### src/logic/lvpm_pkg.sv
// package for the low-voltage and power-mode control block
// assumes one clock domain, synchronous active-high reset, byte-wide registers
package lvpm_pkg;

  // register offsets on the plain register port
  localparam logic [7:0] LVPM_OFF_DETECT = 8'h00;
  localparam logic [7:0] LVPM_OFF_WARN = 8'h01;
  localparam logic [7:0] LVPM_OFF_IRQ_STAT = 8'h02;
  localparam logic [7:0] LVPM_OFF_IRQ_MASK = 8'h03;

  // low_voltage_detect_control fields
  localparam int unsigned LVPM_DET_FLAG_BIT = 7;
  localparam int unsigned LVPM_DET_ACK_BIT = 6;
  localparam int unsigned LVPM_DET_IRQ_EN_BIT = 5;
  localparam int unsigned LVPM_DET_RST_EN_BIT = 4;
  localparam int unsigned LVPM_DET_STOP_EN_BIT = 3;
  localparam int unsigned LVPM_DET_EN_BIT = 2;
  localparam int unsigned LVPM_REF_BUF_BIT = 0;

  // warning_and_stop_mode_control fields
  localparam int unsigned LVPM_WARN_FLAG_BIT = 7;
  localparam int unsigned LVPM_WARN_ACK_BIT = 6;
  localparam int unsigned LVPM_DET_TRIP_BIT = 5;
  localparam int unsigned LVPM_WARN_TRIP_BIT = 4;
  localparam int unsigned LVPM_PPD_FLAG_BIT = 3;
  localparam int unsigned LVPM_PPD_ACK_BIT = 2;
  localparam int unsigned LVPM_STOP_VAR_BIT = 0;

  // interrupt status / mask fields
  localparam int unsigned LVPM_EV_DETECT_BIT = 0;
  localparam int unsigned LVPM_EV_WARN_BIT = 1;
  localparam int unsigned LVPM_EV_PPD_BIT = 2;
  localparam int unsigned LVPM_EV_COUNT = 3;

  // values after reset
  localparam logic LVPM_DET_IRQ_EN_RST = 1'b0;
  localparam logic LVPM_DET_RST_EN_RST = 1'b1;
  localparam logic LVPM_DET_STOP_EN_RST = 1'b1;
  localparam logic LVPM_DET_EN_RST = 1'b1;
  localparam logic LVPM_REF_BUF_RST = 1'b0;
  localparam logic LVPM_TRIP_SEL_POR = 1'b0;
  localparam logic LVPM_STOP_VAR_RST = 1'b0;
  localparam logic [2:0] LVPM_EV_RST = 3'h0;
  localparam logic [7:0] LVPM_DATA_RST = 8'h00;

  typedef struct packed {
    logic [7:0] addr;
    logic [7:0] wdata;
    logic wr;
    logic rd;
  } lvpm_bus_req_t;

  typedef struct packed {
    logic detect_trip;
    logic warning_trip;
  } lvpm_cmp_t;

  typedef struct packed {
    logic detect_active;
    logic detect_trip_select;
    logic warning_trip_select;
    logic reference_buffer_enable;
    logic stop_variant_select;
  } lvpm_ctrl_out_t;

  typedef struct packed {
    lvpm_cmp_t meta;
    lvpm_cmp_t sync;
  } lvpm_sync_state_t;

  typedef struct packed {
    logic flag;
  } lvpm_sticky_state_t;

  typedef struct packed {
    logic detect_irq_enable;
    logic detect_reset_enable;
    logic detect_stop_enable;
    logic detect_enable;
    logic reference_buffer_enable;
    logic detect_ctrl_written;
    logic detect_trip_select;
    logic warning_trip_select;
    logic stop_variant_select;
    logic stop_ctrl_written;
    logic [2:0] irq_status;
    logic [2:0] irq_mask;
    logic [7:0] rdata;
  } lvpm_state_t;

  function automatic logic lvpm_hit(input logic [7:0] addr, input logic [7:0] off);
    return addr == off;
  endfunction

endpackage

### src/logic/lvpm_ctrl.sv
// low-voltage detect / warning and stop-mode control registers
// assumes comparators drive raw trips, power-on reset qualifies sys_rst
//
// Behaviour
// - enabled detect event sets sticky detect flag
// - writing detect ack one clears detect flag
// - interrupt enable requests interrupt while flag set
// - reset enable forces reset on detect flag
// - stop enable keeps detection alive in stop
// - detect enable gates detection and the reset request, not the interrupt from a set flag
// - bit zero drives reference buffer enable
// - protected control bits accept first write only
// - warning flag sets below warning trip level
// - warning flag stays set after warning ends
// - warning ack clears only when warning absent
// - bit five selects detect trip level
// - bit four selects warning trip level
// - trip selects clear only on power-on reset
// - wake from partial power-down sets flag
// - writing partial power-down ack clears flag
// - write-once bit selects stop variant
`timescale 1ns/100ps
module lvpm_ctrl
  import lvpm_pkg::*;
(
  input logic core_clk, // bus clock, 200 MHz
  input logic sys_rst, // synchronous reset, high
  input logic power_on_reset, // high with sys_rst on power-on
  input logic clk_en, // freezes all state when low
  input lvpm_bus_req_t bus_req, // register port request
  output logic [7:0] reg_rdata, // read data, cycle after read
  input lvpm_cmp_t cmp_raw, // analog comparator trips
  input logic in_stop, // device is in stop mode
  input logic ppd_wake, // pulse: woke from partial power-down
  output lvpm_ctrl_out_t ctrl_out, // analog and power controls
  output logic detect_flag, // low-voltage detect flag
  output logic detect_reset_req, // forces device reset
  output logic irq // level interrupt
);

  lvpm_state_t st;
  lvpm_state_t next_st;
  lvpm_cmp_t cmp_sync;
  logic warning_flag;
  logic partial_powerdown_flag;
  logic detect_live;
  logic detect_set;
  logic wr_det;
  logic wr_warn;
  logic detect_ack;
  logic warning_ack;
  logic partial_powerdown_ack;
  logic [2:0] events;
  logic [2:0] rd_clear;

  lvpm_sync2 u_sync (
    .core_clk(core_clk),
    .sys_rst(sys_rst),
    .clk_en(clk_en),
    .cmp_raw(cmp_raw),
    .cmp_sync(cmp_sync)
  );

  // detection live only when enabled, and in stop only if allowed
  assign detect_live = st.detect_enable && (!in_stop || st.detect_stop_enable);
  assign detect_set = detect_live && cmp_sync.detect_trip;

  assign wr_det = bus_req.wr && lvpm_hit(bus_req.addr, LVPM_OFF_DETECT);
  assign wr_warn = bus_req.wr && lvpm_hit(bus_req.addr, LVPM_OFF_WARN);
  assign detect_ack = wr_det && bus_req.wdata[LVPM_DET_ACK_BIT];
  // clear refused while the warning is still present
  assign warning_ack = wr_warn && bus_req.wdata[LVPM_WARN_ACK_BIT]
                       && !cmp_sync.warning_trip;
  assign partial_powerdown_ack = wr_warn && bus_req.wdata[LVPM_PPD_ACK_BIT];

  lvpm_sticky u_detect_flag (
    .core_clk(core_clk),
    .sys_rst(sys_rst),
    .clk_en(clk_en),
    .set_evt(detect_set),
    .clr_req(detect_ack),
    .flag(detect_flag)
  );

  // level set: also catches a warning already present after reset
  lvpm_sticky u_warning_flag (
    .core_clk(core_clk),
    .sys_rst(sys_rst),
    .clk_en(clk_en),
    .set_evt(cmp_sync.warning_trip),
    .clr_req(warning_ack),
    .flag(warning_flag)
  );

  lvpm_sticky u_ppd_flag (
    .core_clk(core_clk),
    .sys_rst(sys_rst),
    .clk_en(clk_en),
    .set_evt(ppd_wake),
    .clr_req(partial_powerdown_ack),
    .flag(partial_powerdown_flag)
  );

  // interrupt events: each flag's set condition while that flag is still clear
  always_comb begin
    events = LVPM_EV_RST;
    events[LVPM_EV_DETECT_BIT] = detect_set && !detect_flag;
    events[LVPM_EV_WARN_BIT] = cmp_sync.warning_trip && !warning_flag;
    events[LVPM_EV_PPD_BIT] = ppd_wake && !partial_powerdown_flag;
  end

  assign rd_clear = (bus_req.rd && lvpm_hit(bus_req.addr, LVPM_OFF_IRQ_STAT)) ? 3'h7 : 3'h0;

  always_comb begin
    next_st = st;
    // read data stand only in the cycle after the read
    next_st.rdata = LVPM_DATA_RST;
    if (bus_req.rd) begin
      case (bus_req.addr)
        LVPM_OFF_DETECT: begin
          // ack bit and reserved bit read zero
          next_st.rdata[LVPM_DET_FLAG_BIT] = detect_flag;
          next_st.rdata[LVPM_DET_IRQ_EN_BIT] = st.detect_irq_enable;
          next_st.rdata[LVPM_DET_RST_EN_BIT] = st.detect_reset_enable;
          next_st.rdata[LVPM_DET_STOP_EN_BIT] = st.detect_stop_enable;
          next_st.rdata[LVPM_DET_EN_BIT] = st.detect_enable;
          next_st.rdata[LVPM_REF_BUF_BIT] = st.reference_buffer_enable;
        end
        LVPM_OFF_WARN: begin
          next_st.rdata[LVPM_WARN_FLAG_BIT] = warning_flag;
          next_st.rdata[LVPM_DET_TRIP_BIT] = st.detect_trip_select;
          next_st.rdata[LVPM_WARN_TRIP_BIT] = st.warning_trip_select;
          next_st.rdata[LVPM_PPD_FLAG_BIT] = partial_powerdown_flag;
          next_st.rdata[LVPM_STOP_VAR_BIT] = st.stop_variant_select;
        end
        LVPM_OFF_IRQ_STAT: begin
          next_st.rdata[2:0] = st.irq_status;
        end
        LVPM_OFF_IRQ_MASK: begin
          next_st.rdata[2:0] = st.irq_mask;
        end
        default: begin
          next_st.rdata = LVPM_DATA_RST;
        end
      endcase
    end
    if (wr_det) begin
      next_st.detect_irq_enable = bus_req.wdata[LVPM_DET_IRQ_EN_BIT];
      next_st.reference_buffer_enable = bus_req.wdata[LVPM_REF_BUF_BIT];
      // reserved bit is not stored, software keeps it zero
      if (!st.detect_ctrl_written) begin
        next_st.detect_reset_enable = bus_req.wdata[LVPM_DET_RST_EN_BIT];
        next_st.detect_stop_enable = bus_req.wdata[LVPM_DET_STOP_EN_BIT];
        next_st.detect_enable = bus_req.wdata[LVPM_DET_EN_BIT];
        next_st.detect_ctrl_written = 1'b1;
      end
    end
    if (wr_warn) begin
      next_st.detect_trip_select = bus_req.wdata[LVPM_DET_TRIP_BIT];
      next_st.warning_trip_select = bus_req.wdata[LVPM_WARN_TRIP_BIT];
      if (!st.stop_ctrl_written) begin
        next_st.stop_variant_select = bus_req.wdata[LVPM_STOP_VAR_BIT];
        next_st.stop_ctrl_written = 1'b1;
      end
    end
    if (bus_req.wr && lvpm_hit(bus_req.addr, LVPM_OFF_IRQ_MASK)) begin
      next_st.irq_mask = bus_req.wdata[2:0];
    end
    // event wins over read-clear
    next_st.irq_status = (st.irq_status & ~rd_clear) | events;
    if (sys_rst) begin
      next_st.detect_irq_enable = LVPM_DET_IRQ_EN_RST;
      next_st.detect_reset_enable = LVPM_DET_RST_EN_RST;
      next_st.detect_stop_enable = LVPM_DET_STOP_EN_RST;
      next_st.detect_enable = LVPM_DET_EN_RST;
      next_st.reference_buffer_enable = LVPM_REF_BUF_RST;
      next_st.detect_ctrl_written = 1'b0;
      next_st.stop_variant_select = LVPM_STOP_VAR_RST;
      next_st.stop_ctrl_written = 1'b0;
      next_st.irq_status = LVPM_EV_RST;
      next_st.irq_mask = LVPM_EV_RST;
      next_st.rdata = LVPM_DATA_RST;
      // trip selects survive all but power-on reset
      next_st.detect_trip_select = power_on_reset ? LVPM_TRIP_SEL_POR
                                                  : st.detect_trip_select;
      next_st.warning_trip_select = power_on_reset ? LVPM_TRIP_SEL_POR
                                                   : st.warning_trip_select;
    end
  end

  always_ff @(posedge core_clk) begin
    if (sys_rst || clk_en) begin
      st <= next_st;
    end
  end

  assign reg_rdata = st.rdata;
  assign detect_reset_req = st.detect_reset_enable && st.detect_enable && detect_flag;
  assign irq = (st.detect_irq_enable && detect_flag)
               || |(st.irq_status & st.irq_mask);

  always_comb begin
    ctrl_out.detect_active = detect_live;
    ctrl_out.detect_trip_select = st.detect_trip_select;
    ctrl_out.warning_trip_select = st.warning_trip_select;
    ctrl_out.reference_buffer_enable = st.reference_buffer_enable;
    ctrl_out.stop_variant_select = st.stop_variant_select;
  end
endmodule

### src/logic/lvpm_sticky.sv
// sticky flag, set has priority over clear
// assumes set and clear are synchronous terms, set may be a held level
`timescale 1ns/100ps
module lvpm_sticky
  import lvpm_pkg::*;
(
  input logic core_clk, // bus clock
  input logic sys_rst, // synchronous reset, high
  input logic clk_en, // freezes state when low
  input logic set_evt, // set request
  input logic clr_req, // clear request
  output logic flag // current flag
);

  lvpm_sticky_state_t st;
  lvpm_sticky_state_t next_st;

  always_comb begin
    next_st = st;
    if (set_evt) begin
      next_st.flag = 1'b1;
    end else if (clr_req) begin
      next_st.flag = 1'b0;
    end
    if (sys_rst) begin
      next_st.flag = 1'b0;
    end
  end

  always_ff @(posedge core_clk) begin
    if (sys_rst || clk_en) begin
      st <= next_st;
    end
  end

  assign flag = st.flag;

endmodule

### src/logic/lvpm_sync2.sv
// two-stage synchroniser for the analog comparator trip indications
// assumes raw inputs are asynchronous to core_clk
`timescale 1ns/100ps
module lvpm_sync2
  import lvpm_pkg::*;
(
  input logic core_clk, // bus clock
  input logic sys_rst, // synchronous reset, high
  input logic clk_en, // freezes state when low
  input lvpm_cmp_t cmp_raw, // comparator outputs, asynchronous
  output lvpm_cmp_t cmp_sync // synchronised trips
);

  lvpm_sync_state_t st;
  lvpm_sync_state_t next_st;

  // meta stage is read only by the sync stage
  always_comb begin
    next_st.meta = cmp_raw;
    next_st.sync = st.meta;
    if (sys_rst) begin
      next_st = '0;
    end
  end

  always_ff @(posedge core_clk) begin
    if (sys_rst || clk_en) begin
      st <= next_st;
    end
  end

  assign cmp_sync = st.sync;

endmodule

### config.mk
export PLATFORM = sky130hd
export DESIGN_NAME = lvpm_ctrl
export DESIGN_NICKNAME = d
export VERILOG_FILES = /design/src/logic/lvpm_pkg.sv /design/src/logic/lvpm_ctrl.sv /design/src/logic/lvpm_sticky.sv /design/src/logic/lvpm_sync2.sv
export SDC_FILE = /design/constraint.sdc
export NUM_CORES = 1
export LEC_CHECK = 0
export BUFFER_PORTS_ARGS = -buffer_cell sky130_fd_sc_hd__clkbuf_2
export CORE_UTILIZATION = 46
export CTS_CLUSTER_SIZE = 25
export DETAILED_ROUTE_END_ITERATION = 16
export GPL_ROUTABILITY_DRIVEN = 0
export GPL_TIMING_DRIVEN = 1
export PLACE_DENSITY = 0.74
export SYNTH_ARGS = -nofsm -noshare
export SYNTH_HDL_FRONTEND = slang
export SYNTH_SLANG_ARGS = --single-unit
### constraint.sdc
create_clock -name core_clk -period 1.47 [get_ports core_clk]
set_input_delay 0.294 -clock core_clk [delete_from_list [all_inputs] [get_ports core_clk]]
set_output_delay 0.294 -clock core_clk [all_outputs]
set_load 0.05 [all_outputs]
==> run_results.csv, run 1 <==
group,metric,value,unit
route,routed_via_density,5.330,
min_path,hold_path.class,"primary input to flop",
power,powerDensity,1069,nW/um^2
timing,postLayoutSetupSlackWorst,-0.06573,ns
timing,timing.setup.tns,-0.09850,ns
global_route,gr-total-overflow,0,
place,place_worst_setup_slack,-0.3086,ns
route,detailed_route_iter0_violations,57,
synthesis,asyncSetResetFlopFracSynth,0,%
status,outcome,"finished with violations",
global_route,initial_antenna_violation_count,0,
setup_path,cell_chain_of_the_critical_path,"a22oi_1 -> nand2_1 -> buf_8",
layout,diodes,0,
floorplan,design.portCount,42,
synthesis,synth.top_cell.area_share,58.82,%
floorplan,die_outline_width,59.70,um
global_route,grt_start_max_net_pins,15,
place,hpwl_detailed,2.538,mm
cts,clk_pin_slew_worst_paths,0.09,ns
place,placement.io_buffers,39,
global_route,first_global_vias,1171,
floorplan,floorplan.rows,20,
status,failed_checks,"negative setup slack",
route,detailed_routing_iterations_pass_1,4,
synthesis,synth_edf_count,30,
layout,drive_above_1_share,44.25,%
global_route,grt_first_pass_wirelength,5.140,mm
timing,timing.fmax,651.2,MHz
route,finalWirelength,3.268,mm
setup_path,worstSetupPathType,"flop to output port",
layout,synthToLayoutAreaGrowth,26.14,%
synthesis,yosysUniqueCellTypes,33,
setup_path,critPathSlowestCell,"sky130_fd_sc_hd__edfxtp_1",
layout,layout_net_count,199,
cts,root_buffer,"sky130_fd_sc_hd__clkbuf_4",
setup_path,timing.critical_path.arrival,1.24,ns
cts,clk-insertion-delay-late,0.33,ns
setup_path,timing.critical_path.fanout_max,3,
layout,layout.cells.most_common,"sky130_fd_sc_hd__clkbuf_2",
layout,finish.utilization,62.26,%
timing,report.final.setup_viol,3,
cts,tritoncts_clock_tree,"done",
setup_path,setup.worst_path.start_class,"flop",
setup_path,cp_num_buf_inv,1,
power,power.clock.fraction,30.9,%
route,route.detailed.wl_per_inst,14.99,um
power,irDropWorstVdd,0.5595,mV
floorplan,core,3103,um^2
cts,cts_buffers,5,
route,route.detailed.drc,0,
cts,cts-root-to-sink-buffers,2,
timing,number_of_max_slew_violations_in_the_final_report,0,
setup_path,timing.critical_path.to_type,"output port",
timing,hold_violations,0,
setup_path,timing.critical_path.slowest_cell_delay,0.43,ns
power,combinationalPowerShare,18.4,%
timing,rsz0062_at_grt,"true",
timing,fin_crit_share,104.5,%
route,route.vias.total,1162,
synthesis,synth-seq-cells,30,
floorplan,initial_core_util,49.35,%
flow_run,drv_cap,0,
power,cellInternalPower,1530,uW
synthesis,netlist_instances,125,
synthesis,syn_area_per_cell,12.25,um^2
power,switching_power,535.7,uW
setup_path,kind_of_cell_adding_the_most_delay_to_the_critical_path,"flip-flops",
route,drt.antenna.violating_nets,0,
timing,layout_min_cycle_time,1.536,ns
cts,clock_tree.htree_level_count,2,
timing,fin_worst_skew,0.005876,ns
power,power.static_leakage,0.0008265,uW
synthesis,ys_top_cells_by_area,"sky130_fd_sc_hd__edfxtp_1 (59%), sky130_fd_sc_hd__buf_4 (6.4%), sky130_fd_sc_hd__nor2b_1 (4.9%)",
global_route,grt_use_total,20.94,%
setup_path,critPathRequiredTime,1.18,ns
floorplan,die_h,59.70,um
power,switching_share,25.94,%
power,seqPwrFrac,50.6,%
synthesis,seq_area_frac_synth,58.82,%
synthesis,syn_nets,151,
synthesis,netlist_area,1531,um^2
synthesis,ys.warnings.count,0,
layout,mostFrequentLayoutCells,"sky130_fd_sc_hd__clkbuf_2 (35), sky130_fd_sc_hd__edfxtp_1 (30), sky130_fd_sc_hd__buf_4 (21)",
synthesis,synth_top_flop_cell,"sky130_fd_sc_hd__edfxtp_1",
synthesis,synth.largest_area_cell,"sky130_fd_sc_hd__edfxtp_1",
cts,cts_num_sinks,30,
floorplan,die_area,3564,um^2
[path summary, 6_finish.rpt]
kind,cells after the start,slack [ns],from,end
worst max-delay path,3,-0.07,st[12]$_SDFFCE_PP0P_,irq
worst max register to register,3,0.07,st[11]$_SDFFCE_PP0P_,reg_rdata[0]$_SDFFCE_PP0P_
worst min register to register,1,0.54,u_sync.st[2]$_SDFFCE_PP0P_,u_sync.cmp_sync[0]$_SDFFCE_PP0P_
worst min-delay path,2,0.21,bus_req[5],st[21]$_SDFFCE_PP1P_
[cell families after synthesis]
| group | after synthesis | share of synthesized area (%) |
|---|---|---|
| DFF | 30 | 58.82 |
| and+or+nand+nor | 46 | 18.14 |
| AOI/OAI and AO/OA | 20 | 8.905 |
| other | 1 | 0.2449 |
| buffers and inverters | 21 | 8.414 |
| muxes | 7 | 5.474 |
[cell usage after synthesis (4+ instances only)]
master                     count
sky130_fd_sc_hd__edfxtp_1     30
sky130_fd_sc_hd__buf_4        13
sky130_fd_sc_hd__nor2b_1      12
sky130_fd_sc_hd__nor2_1        9
sky130_fd_sc_hd__a21oi_1       5
sky130_fd_sc_hd__mux2i_1       5
sky130_fd_sc_hd__nand2_1       5
sky130_fd_sc_hd__o21ai_0       4
[stage by stage]
step / total power (uW) / instance area [um^2] / cells / hold WS (ns)
detailed placement: 1402 / 1778 / 205 / 0.5212
finish: 2065 / 1932 / 218 / 0.2148
CTS: 2059 / 1912 / 216 / 0.2078
floorplan: 1297 / 1533 / 125 / 0.4722
global placement: 1390 / 1778 / 205 / 0.5164
global route: 2140 / 1932 / 218 / 0.2203
[registers in the layout, indices dropped and copies added (netlist names)]
name and flops:
ctrl_out 4, reg_rdata 7, st 12, u_detect_flag.flag 1, u_ppd_flag.flag 1, u_sync.cmp_sync 2, u_sync.st 2, u_warning_flag.flag 1
[layout make-up]
cell class                 count  area [um^2]
sequential                    30        900.9
inverter                       3        11.26
timing repair buffer          59        376.6
tap                           44        55.05
clock inverter                 1        30.03
clock buffer                   7        45.04
multi-input combinational     74        513.0
fill                         267         1171
[power by group through the flow]
| stage | clock network (uW) | logic, uW | registers, uW |
|---|---|---|---|
| after floorplan | 0 | 239 | 1060 |
| after global placement | 0 | 326 | 1060 |
| after detailed placement | 0 | 335 | 1070 |
| after CTS | 646 | 369 | 1040 |
| after global routing | 683 | 404 | 1050 |
| final | 639 | 381 | 1050 |
[timing repair]
item	in CTS	in global routing
endpoints found under the hold margin	0	0
buffers inserted	3	2
hold buffers	0	0
resized for setup	8	6
endpoints found under the setup margin	3	6
pin swaps	1	1
[layer usage]
| layer | GRT usage (%) | vias to the layer above | part of all wire, % |
|---|---|---|---|
| met4 | 12.96 | 0 | 3.5 |
| met5 | 0 | - | 0 |
| met3 | 5.195 | 12 | 6.9 |
| met2 | 36.35 | 49 | 52 |
| li1 | - | 544 | - |
| met1 | 22.78 | 557 | 38 |
(Power assumes the default switching activity.)
==> run 2, diff against run 1 <==
- CORE_UTILIZATION: 46 -> 47
- PLACE_DENSITY: 0.74 -> 0.75
- SYNTH_HIERARCHICAL: default -> 1
==> run 2 against run 1 <==
  * The run still ends with negative setup slack left
  * Sequential share of layout area is 0.54 points lower
  * Largest power group unchanged
  * Setup slack worse by 0.019 ns
  * Wire length is 2.2% lower
==> run_results.csv, run 2 <==
group,metric,value,unit
cts,cts_num_sinks,30,
cts,clk-insertion-delay-late,0.33,ns
layout,mostFrequentLayoutCells,"sky130_fd_sc_hd__clkbuf_2 (35), sky130_fd_sc_hd__edfxtp_1 (30), sky130_fd_sc_hd__buf_4 (20)",
layout,flip_flop_count_of_the_largest_register_after_layout,12,
setup_path,critPathRequiredTime,1.18,ns
timing,report.final.setup_viol,3,
power,switching_share,28.16,%
place,place_worst_setup_slack,-0.3070,ns
synthesis,synth_edf_count,30,
power,switching_power,528.7,uW
cts,tritoncts_clock_tree,"done",
synthesis,post-synth-top-count-cell,"sky130_fd_sc_hd__edfxtp_1",
timing,layout_min_cycle_time,1.555,ns
layout,layout_net_count,205,
synthesis,syn_area_per_cell,12.10,um^2
floorplan,die_area,3609,um^2
synthesis,syn_nets,157,
timing,postLayoutSetupSlackWorst,-0.08462,ns
cts,cts.hold.buffers_added,0,
layout,layout.cells.most_common,"sky130_fd_sc_hd__clkbuf_2",
route,detailed_routing_iterations_pass_1,4,
setup_path,worstSetupPathType,"flop to output port",
setup_path,kind_of_cell_adding_the_most_delay_to_the_critical_path,"flip-flops",
setup_path,timing.critical_path.to_type,"output port",
place,place_inst,208,
setup_path,setup.worst_path.start_class,"flop",
route,drt.antenna.violating_nets,0,
timing,timing.setup.tns,-0.1460,ns
cts,clock_tree.htree_level_count,2,
synthesis,yosysUniqueCellTypes,34,
synthesis,synth_top_flop_cell,"sky130_fd_sc_hd__edfxtp_1",
layout,count_of_filler_cells_inserted_in_the_layout,249,
synthesis,netlist_area,1585,um^2
power,power.clock.fraction,23.6,%
floorplan,floorplan.rows,20,
setup_path,timing.critical_path.fanout_max,2,
synthesis,ys_top_cells_by_area,"sky130_fd_sc_hd__edfxtp_1 (57%), sky130_fd_sc_hd__buf_4 (7.1%), sky130_fd_sc_hd__nor2b_1 (6.3%)",
power,power.static_leakage,0.0008356,uW
place,placement.io_buffers,39,
global_route,gr-total-overflow,0,
floorplan,die_h,60.08,um
floorplan,initial_core_util,50.68,%
synthesis,synth.largest_area_cell,"sky130_fd_sc_hd__edfxtp_1",
cts,root_buffer,"sky130_fd_sc_hd__clkbuf_4",
timing,fin_worst_skew,0.007149,ns
global_route,grt_start_max_net_pins,15,
synthesis,netlist_instances,131,
timing,number_of_max_slew_violations_in_the_final_report,0,
timing,fin_crit_share,105.8,%
global_route,initial_antenna_violation_count,0,
route,routed_via_density,5.188,
power,irDropWorstVdd,0.5348,mV
power,power,1877,uW
setup_path,cp_num_buf_inv,1,
status,failed_checks,"negative setup slack",
synthesis,seq_area_frac_synth,56.83,%
global_route,first_global_vias,1186,
power,powerDensity,960.6,nW/um^2
power,seqPwrFrac,55.8,%
floorplan,core,3128,um^2
layout,number_of_cells_in_the_finished_layout_apart_from_fillers,223,
route,detailed_route_iter0_violations,34,
flow_run,drv_cap,0,
synthesis,synth.top_cell.area_share,56.83,%
setup_path,timing.critical_path.slowest_cell_delay,0.42,ns
power,cellInternalPower,1349,uW
setup_path,critPathSlowestCell,"sky130_fd_sc_hd__edfxtp_1",
timing,whs,0.2153,ns
synthesis,synth-seq-cells,30,
cts,cts_buffers,5,
min_path,hold_path.class,"primary input to flop",
place,hpwl_detailed,2.397,mm
power,combinationalPowerShare,20.7,%
timing,timing.fmax,643.2,MHz
timing,rsz0062_at_grt,"true",
synthesis,synth.top_cells.by_count,"sky130_fd_sc_hd__edfxtp_1 (30), sky130_fd_sc_hd__nor2b_1 (16), sky130_fd_sc_hd__buf_4 (15)",
route,finalWirelength,3.195,mm
setup_path,timing.critical_path.arrival,1.26,ns
layout,synthToLayoutAreaGrowth,23.28,%
global_route,grt_use_total,20.61,%
layout,biggest_register,"st",
cts,cts-root-to-sink-buffers,2,
route,route.detailed.drc,0,
route,route.vias.total,1157,
setup_path,cell_chain_of_the_critical_path,"a22oi_1 -> nand2_1 -> buf_8",
synthesis,asyncSetResetFlopFracSynth,0,%
cts,clk_pin_slew_worst_paths,0.09,ns
timing,hold_violations,0,
floorplan,design.portCount,42,
global_route,grt_first_pass_wirelength,5.188,mm
layout,diodes,0,
status,outcome,"finished with violations",
route,route.detailed.wl_per_inst,14.33,um
floorplan,die_outline_width,60.08,um
synthesis,ys.warnings.count,6,
layout,drive_above_1_share,45.25,%
run 2: timing repair:
action | CTS | global route
pin swaps | 0 | 1
buffers inserted | 8 | 0
resized for setup | 8 | 3
setup endpoints to repair | 3 | 4
run 2: power groups by stage:
stage | Sequential, uW | Clock [uW] | Combinational (uW)
finish | 1050 | 443 | 388
global route | 1050 | 491 | 413
CTS | 1040 | 451 | 381
detailed placement | 1070 | 0 | 332
global placement | 1070 | 0 | 324
floorplan | 1060 | 0 | 248
run 2: kinds of logic (layout without fill, tap and decap cells):
family | Yosys count | in the layout | synth area share [%]
mux | 7 | 7 | 5.288
compound gates | 15 | 15 | 7.261
other cells | 1 | 1 | 0.2366
simple gates | 58 | 58 | 22.02
buf+inv | 20 | 68 | 8.366
flops | 30 | 30 | 56.83
run 2: metal layers:
metal / GRT usage [%] / vias to the layer above / wire, um
met4: 13.62 / 0 / 114
met1: 23.59 / 541 / 1384
li1: - / 557 / -
met3: 6.277 / 13 / 154
met5: 0 / - / 0
met2: 33.17 / 46 / 1542
run 2: worst paths after layout:
| check | endpoint | from | cells past startpoint | slack [ns] |
|---|---|---|---|---|
| worst min-delay path | st[21]$_SDFFCE_PP1P_ | bus_req[5] | 2 | 0.22 |
| worst max register to register | reg_rdata[0]$_SDFFCE_PP0P_ | st[11]$_SDFFCE_PP0P_ | 3 | 0.04 |
| worst min register to register | u_sync/cmp_sync[0]$_SDFFCE_PP0P_ | u_sync/st[2]$_SDFFCE_PP0P_ | 1 | 0.55 |
| worst max-delay path | irq | st[9]$_SDFFCE_PP0P_ | 3 | -0.08 |
run 2: final cells by class:
type / instances / area, um^2 / area share (%)
Sequential cell: 30 / 900.9 / 46.09
Multi-Input combinational cell: 81 / 569.3 / 29.13
Timing Repair Buffer: 59 / 374.1 / 19.14
Tap cell: 44 / 55.05 / 2.817
Clock buffer: 5 / 37.54 / 1.921
Clock inverter: 2 / 10.01 / 0.5122
Inverter: 2 / 7.507 / 0.3841
run 2: worst register-to-register path: stages (launching register included):
cell	delay [ns]
sky130_fd_sc_hd__edfxtp_1	0.42
sky130_fd_sc_hd__buf_4	0.16
sky130_fd_sc_hd__mux4_2	0.44
sky130_fd_sc_hd__and2b_1	0.17
run 2: through the flow:
stage,instance area [um^2],utilization [%]
floorplan,1593,-
global placement,1808,57.80
detailed placement,1808,57.80
CTS,1952,62.40
global route,1954,62.48
finish,1954,62.48
==> run 3, diff against run 2 <==
- SETUP_SLACK_MARGIN: default -> 0.2
==> run 3 against run 2 <==
  * The flow still finishes with violations (negative setup slack)
  * Highest routed layer unchanged
  * Utilization increased by 9.5 points
  * Largest cell class unchanged
  * Power is 16% higher
  * Critical endpoint is now detect_reset_req
  * Global-route usage is 1.3 points higher
  * Sequential power about the same
  * Setup slack lost 0.043 ns
==> run_results.csv, run 3 (same netlist as run 2, synthesis figures left out) <==
group,metric,value,unit
floorplan,design.portCount,42,
floorplan,die_area,3609,um^2
setup_path,critPathCapture,"detect_reset_req",
cts,cts_num_sinks,30,
timing,hold_violations,0,
timing,whs,0.2221,ns
global_route,grt_first_pass_wirelength,5.451,mm
power,power.static_leakage,0.0009483,uW
setup_path,worstSetupPathType,"flop to output port",
cts,root_buffer,"sky130_fd_sc_hd__clkbuf_4",
setup_path,critPathSlowestCell,"sky130_fd_sc_hd__edfxtp_1",
layout,diodes,0,
setup_path,worst_r2r_path_depth,6,
global_route,grt_use_total,21.88,%
status,outcome,"finished with violations",
setup_path,startpoint,"u_detect_flag/flag$_SDFFCE_PP0P_",
cts,cts.hold.buffers_added,0,
cts,tritoncts_clock_tree,"done",
global_route,first_global_vias,1205,
route,finalWirelength,3.770,mm
status,failed_checks,"negative setup slack",
route,route.detailed.drc,0,
cts,clk-insertion-delay-late,0.34,ns
floorplan,initial_core_util,50.68,%
setup_path,critical_path.reg2reg.endpoint,"st[11]$_SDFFCE_PP0P_",
layout,biggest_register,"st",
layout,synthToLayoutAreaGrowth,41.99,%
layout,layout.cells.most_common,"sky130_fd_sc_hd__edfxtp_1",
route,route.detailed.wl_per_inst,16.25,um
power,powerDensity,967.7,nW/um^2
route,detailed_route_iter0_violations,69,
timing,report.final.setup_viol,5,
place,hpwl_detailed,2.472,mm
timing,number_of_max_slew_violations_in_the_final_report,0,
global_route,gr-total-overflow,0,
layout,flip_flop_count_of_the_largest_register_after_layout,12,
setup_path,timing.reg2reg.setup_slack,-0.01,ns
setup_path,cell_chain_of_the_critical_path,"buf_6 -> and3_4 -> clkbuf_16",
setup_path,timing.critical_path.slowest_cell_delay,0.49,ns
cts,cts_buffers,5,
timing,fin_crit_share,108.7,%
place,place_worst_setup_slack,-0.2685,ns
floorplan,floorplan.rows,20,
layout,layout_net_count,213,
route,drt.antenna.violating_nets,0,
timing,timing.setup.tns,-0.3966,ns
layout,number_of_cells_in_the_finished_layout_apart_from_fillers,232,
layout,drive_above_1_share,52.66,%
layout,mostFrequentLayoutCells,"sky130_fd_sc_hd__edfxtp_1 (30), sky130_fd_sc_hd__clkbuf_2 (22), sky130_fd_sc_hd__buf_4 (17)",
power,irDropWorstVdd,0.6504,mV
setup_path,timing.critical_path.arrival,1.30,ns
place,place_inst,208,
timing,postLayoutSetupSlackWorst,-0.1277,ns
timing,layout_min_cycle_time,1.598,ns
setup_path,worst_r2r_startpoint,"u_detect_flag/flag$_SDFFCE_PP0P_",
place,placement.io_buffers,39,
cts,cts-root-to-sink-buffers,2,
setup_path,timing.critical_path.to_type,"output port",
min_path,hold_path.class,"primary input to flop",
route,detailed_routing_iterations_pass_1,4,
floorplan,die_h,60.08,um
setup_path,setup.worst_path.start_class,"flop",
setup_path,timing.critical_path.fanout_max,3,
timing,fin_worst_skew,0.005645,ns
floorplan,die_outline_width,60.08,um
global_route,grt_start_max_net_pins,15,
route,route.vias.total,1252,
global_route,initial_antenna_violation_count,0,
cts,clk_pin_slew_worst_paths,0.09,ns
timing,rsz0062_at_grt,"true",
floorplan,core,3128,um^2
cts,clock_tree.htree_level_count,2,
timing,timing.fmax,625.9,MHz
flow_run,drv_cap,0,
layout,count_of_filler_cells_inserted_in_the_layout,207,
setup_path,critPathRequiredTime,1.18,ns
layout,finish.utilization,71.96,%
route,routed_via_density,5.397,
run 3: cell count changes in the layout (fill, tap and decap cells not counted), moves of 3 or more:
| cell | delta |
|---|---|
| sky130_fd_sc_hd__buf_6 | +16 |
| sky130_fd_sc_hd__clkbuf_2 | -13 |
| sky130_fd_sc_hd__buf_2 | +4 |
| sky130_fd_sc_hd__buf_4 | -3 |
| sky130_fd_sc_hd__clkbuf_16 | +3 |
run 3: worst min-delay path by stage:
stage / from / to / slack, ns / cells past startpoint
final: bus_req[5] / st[21]$_SDFFCE_PP1P_ / 0.22 / 2
after floorplan: bus_req[4] / st[20]$_SDFFCE_PP1P_ / 0.47 / 1
after detailed placement: u_sync/st[3]$_SDFFCE_PP0P_ / u_sync/cmp_sync[1]$_SDFFCE_PP0P_ / 0.53 / 1
after global placement: u_sync/st[2]$_SDFFCE_PP0P_ / u_sync/cmp_sync[0]$_SDFFCE_PP0P_ / 0.51 / 1
after CTS: bus_req[5] / st[21]$_SDFFCE_PP1P_ / 0.22 / 2
after global routing: bus_req[5] / st[21]$_SDFFCE_PP1P_ / 0.21 / 2
run 3: routing by layer:
metal / routed length, um / GRT usage [%]
met5: 0 / 0
met3: 257 / 8.225
met2: 1968 / 36.03
met1: 1444 / 24.65
met4: 99 / 11.30
run 3: final cells by class:
cell class	instances	area, um^2	share of cell area (%)
sequential	30	900.9	40.02
multi-input combinational	81	639.4	28.40
timing repair buffer	67	570.5	25.35
clock inverter	3	40.04	1.779
inverter	2	7.507	0.3335
tap	44	55.05	2.446
clock buffer	5	37.54	1.668
run 3: metrics by stage:
step | area, um^2 | total power (uW)
floorplan | 1623 | 1317
global placement | 1833 | 1401
detailed placement | 1833 | 1412
CTS | 2132 | 2122
global route | 2251 | 2252
finish | 2251 | 2178
run 3: what timing repair did:
| action | CTS | global route |
|---|---|---|
| pin swaps | 12 | 13 |
| resized for setup | 29 | 27 |
| endpoints found under the setup margin | 23 | 35 |
| setup buffers | 10 | 6 |
run 3: worst max-delay path, delay by kind of cell (launching register included):
kind                   cells  cell delay [ns]
buffers and inverters      2             0.33
DFF                        1             0.49
and+or+nand+nor            1             0.14
run 3: report_power, final:
part           internal, uW  total, uW  switching [uW]
combinational           234        485             250
clock                   352        641             290
sequential             1010       1050            40.4
total                  1600       2180             580
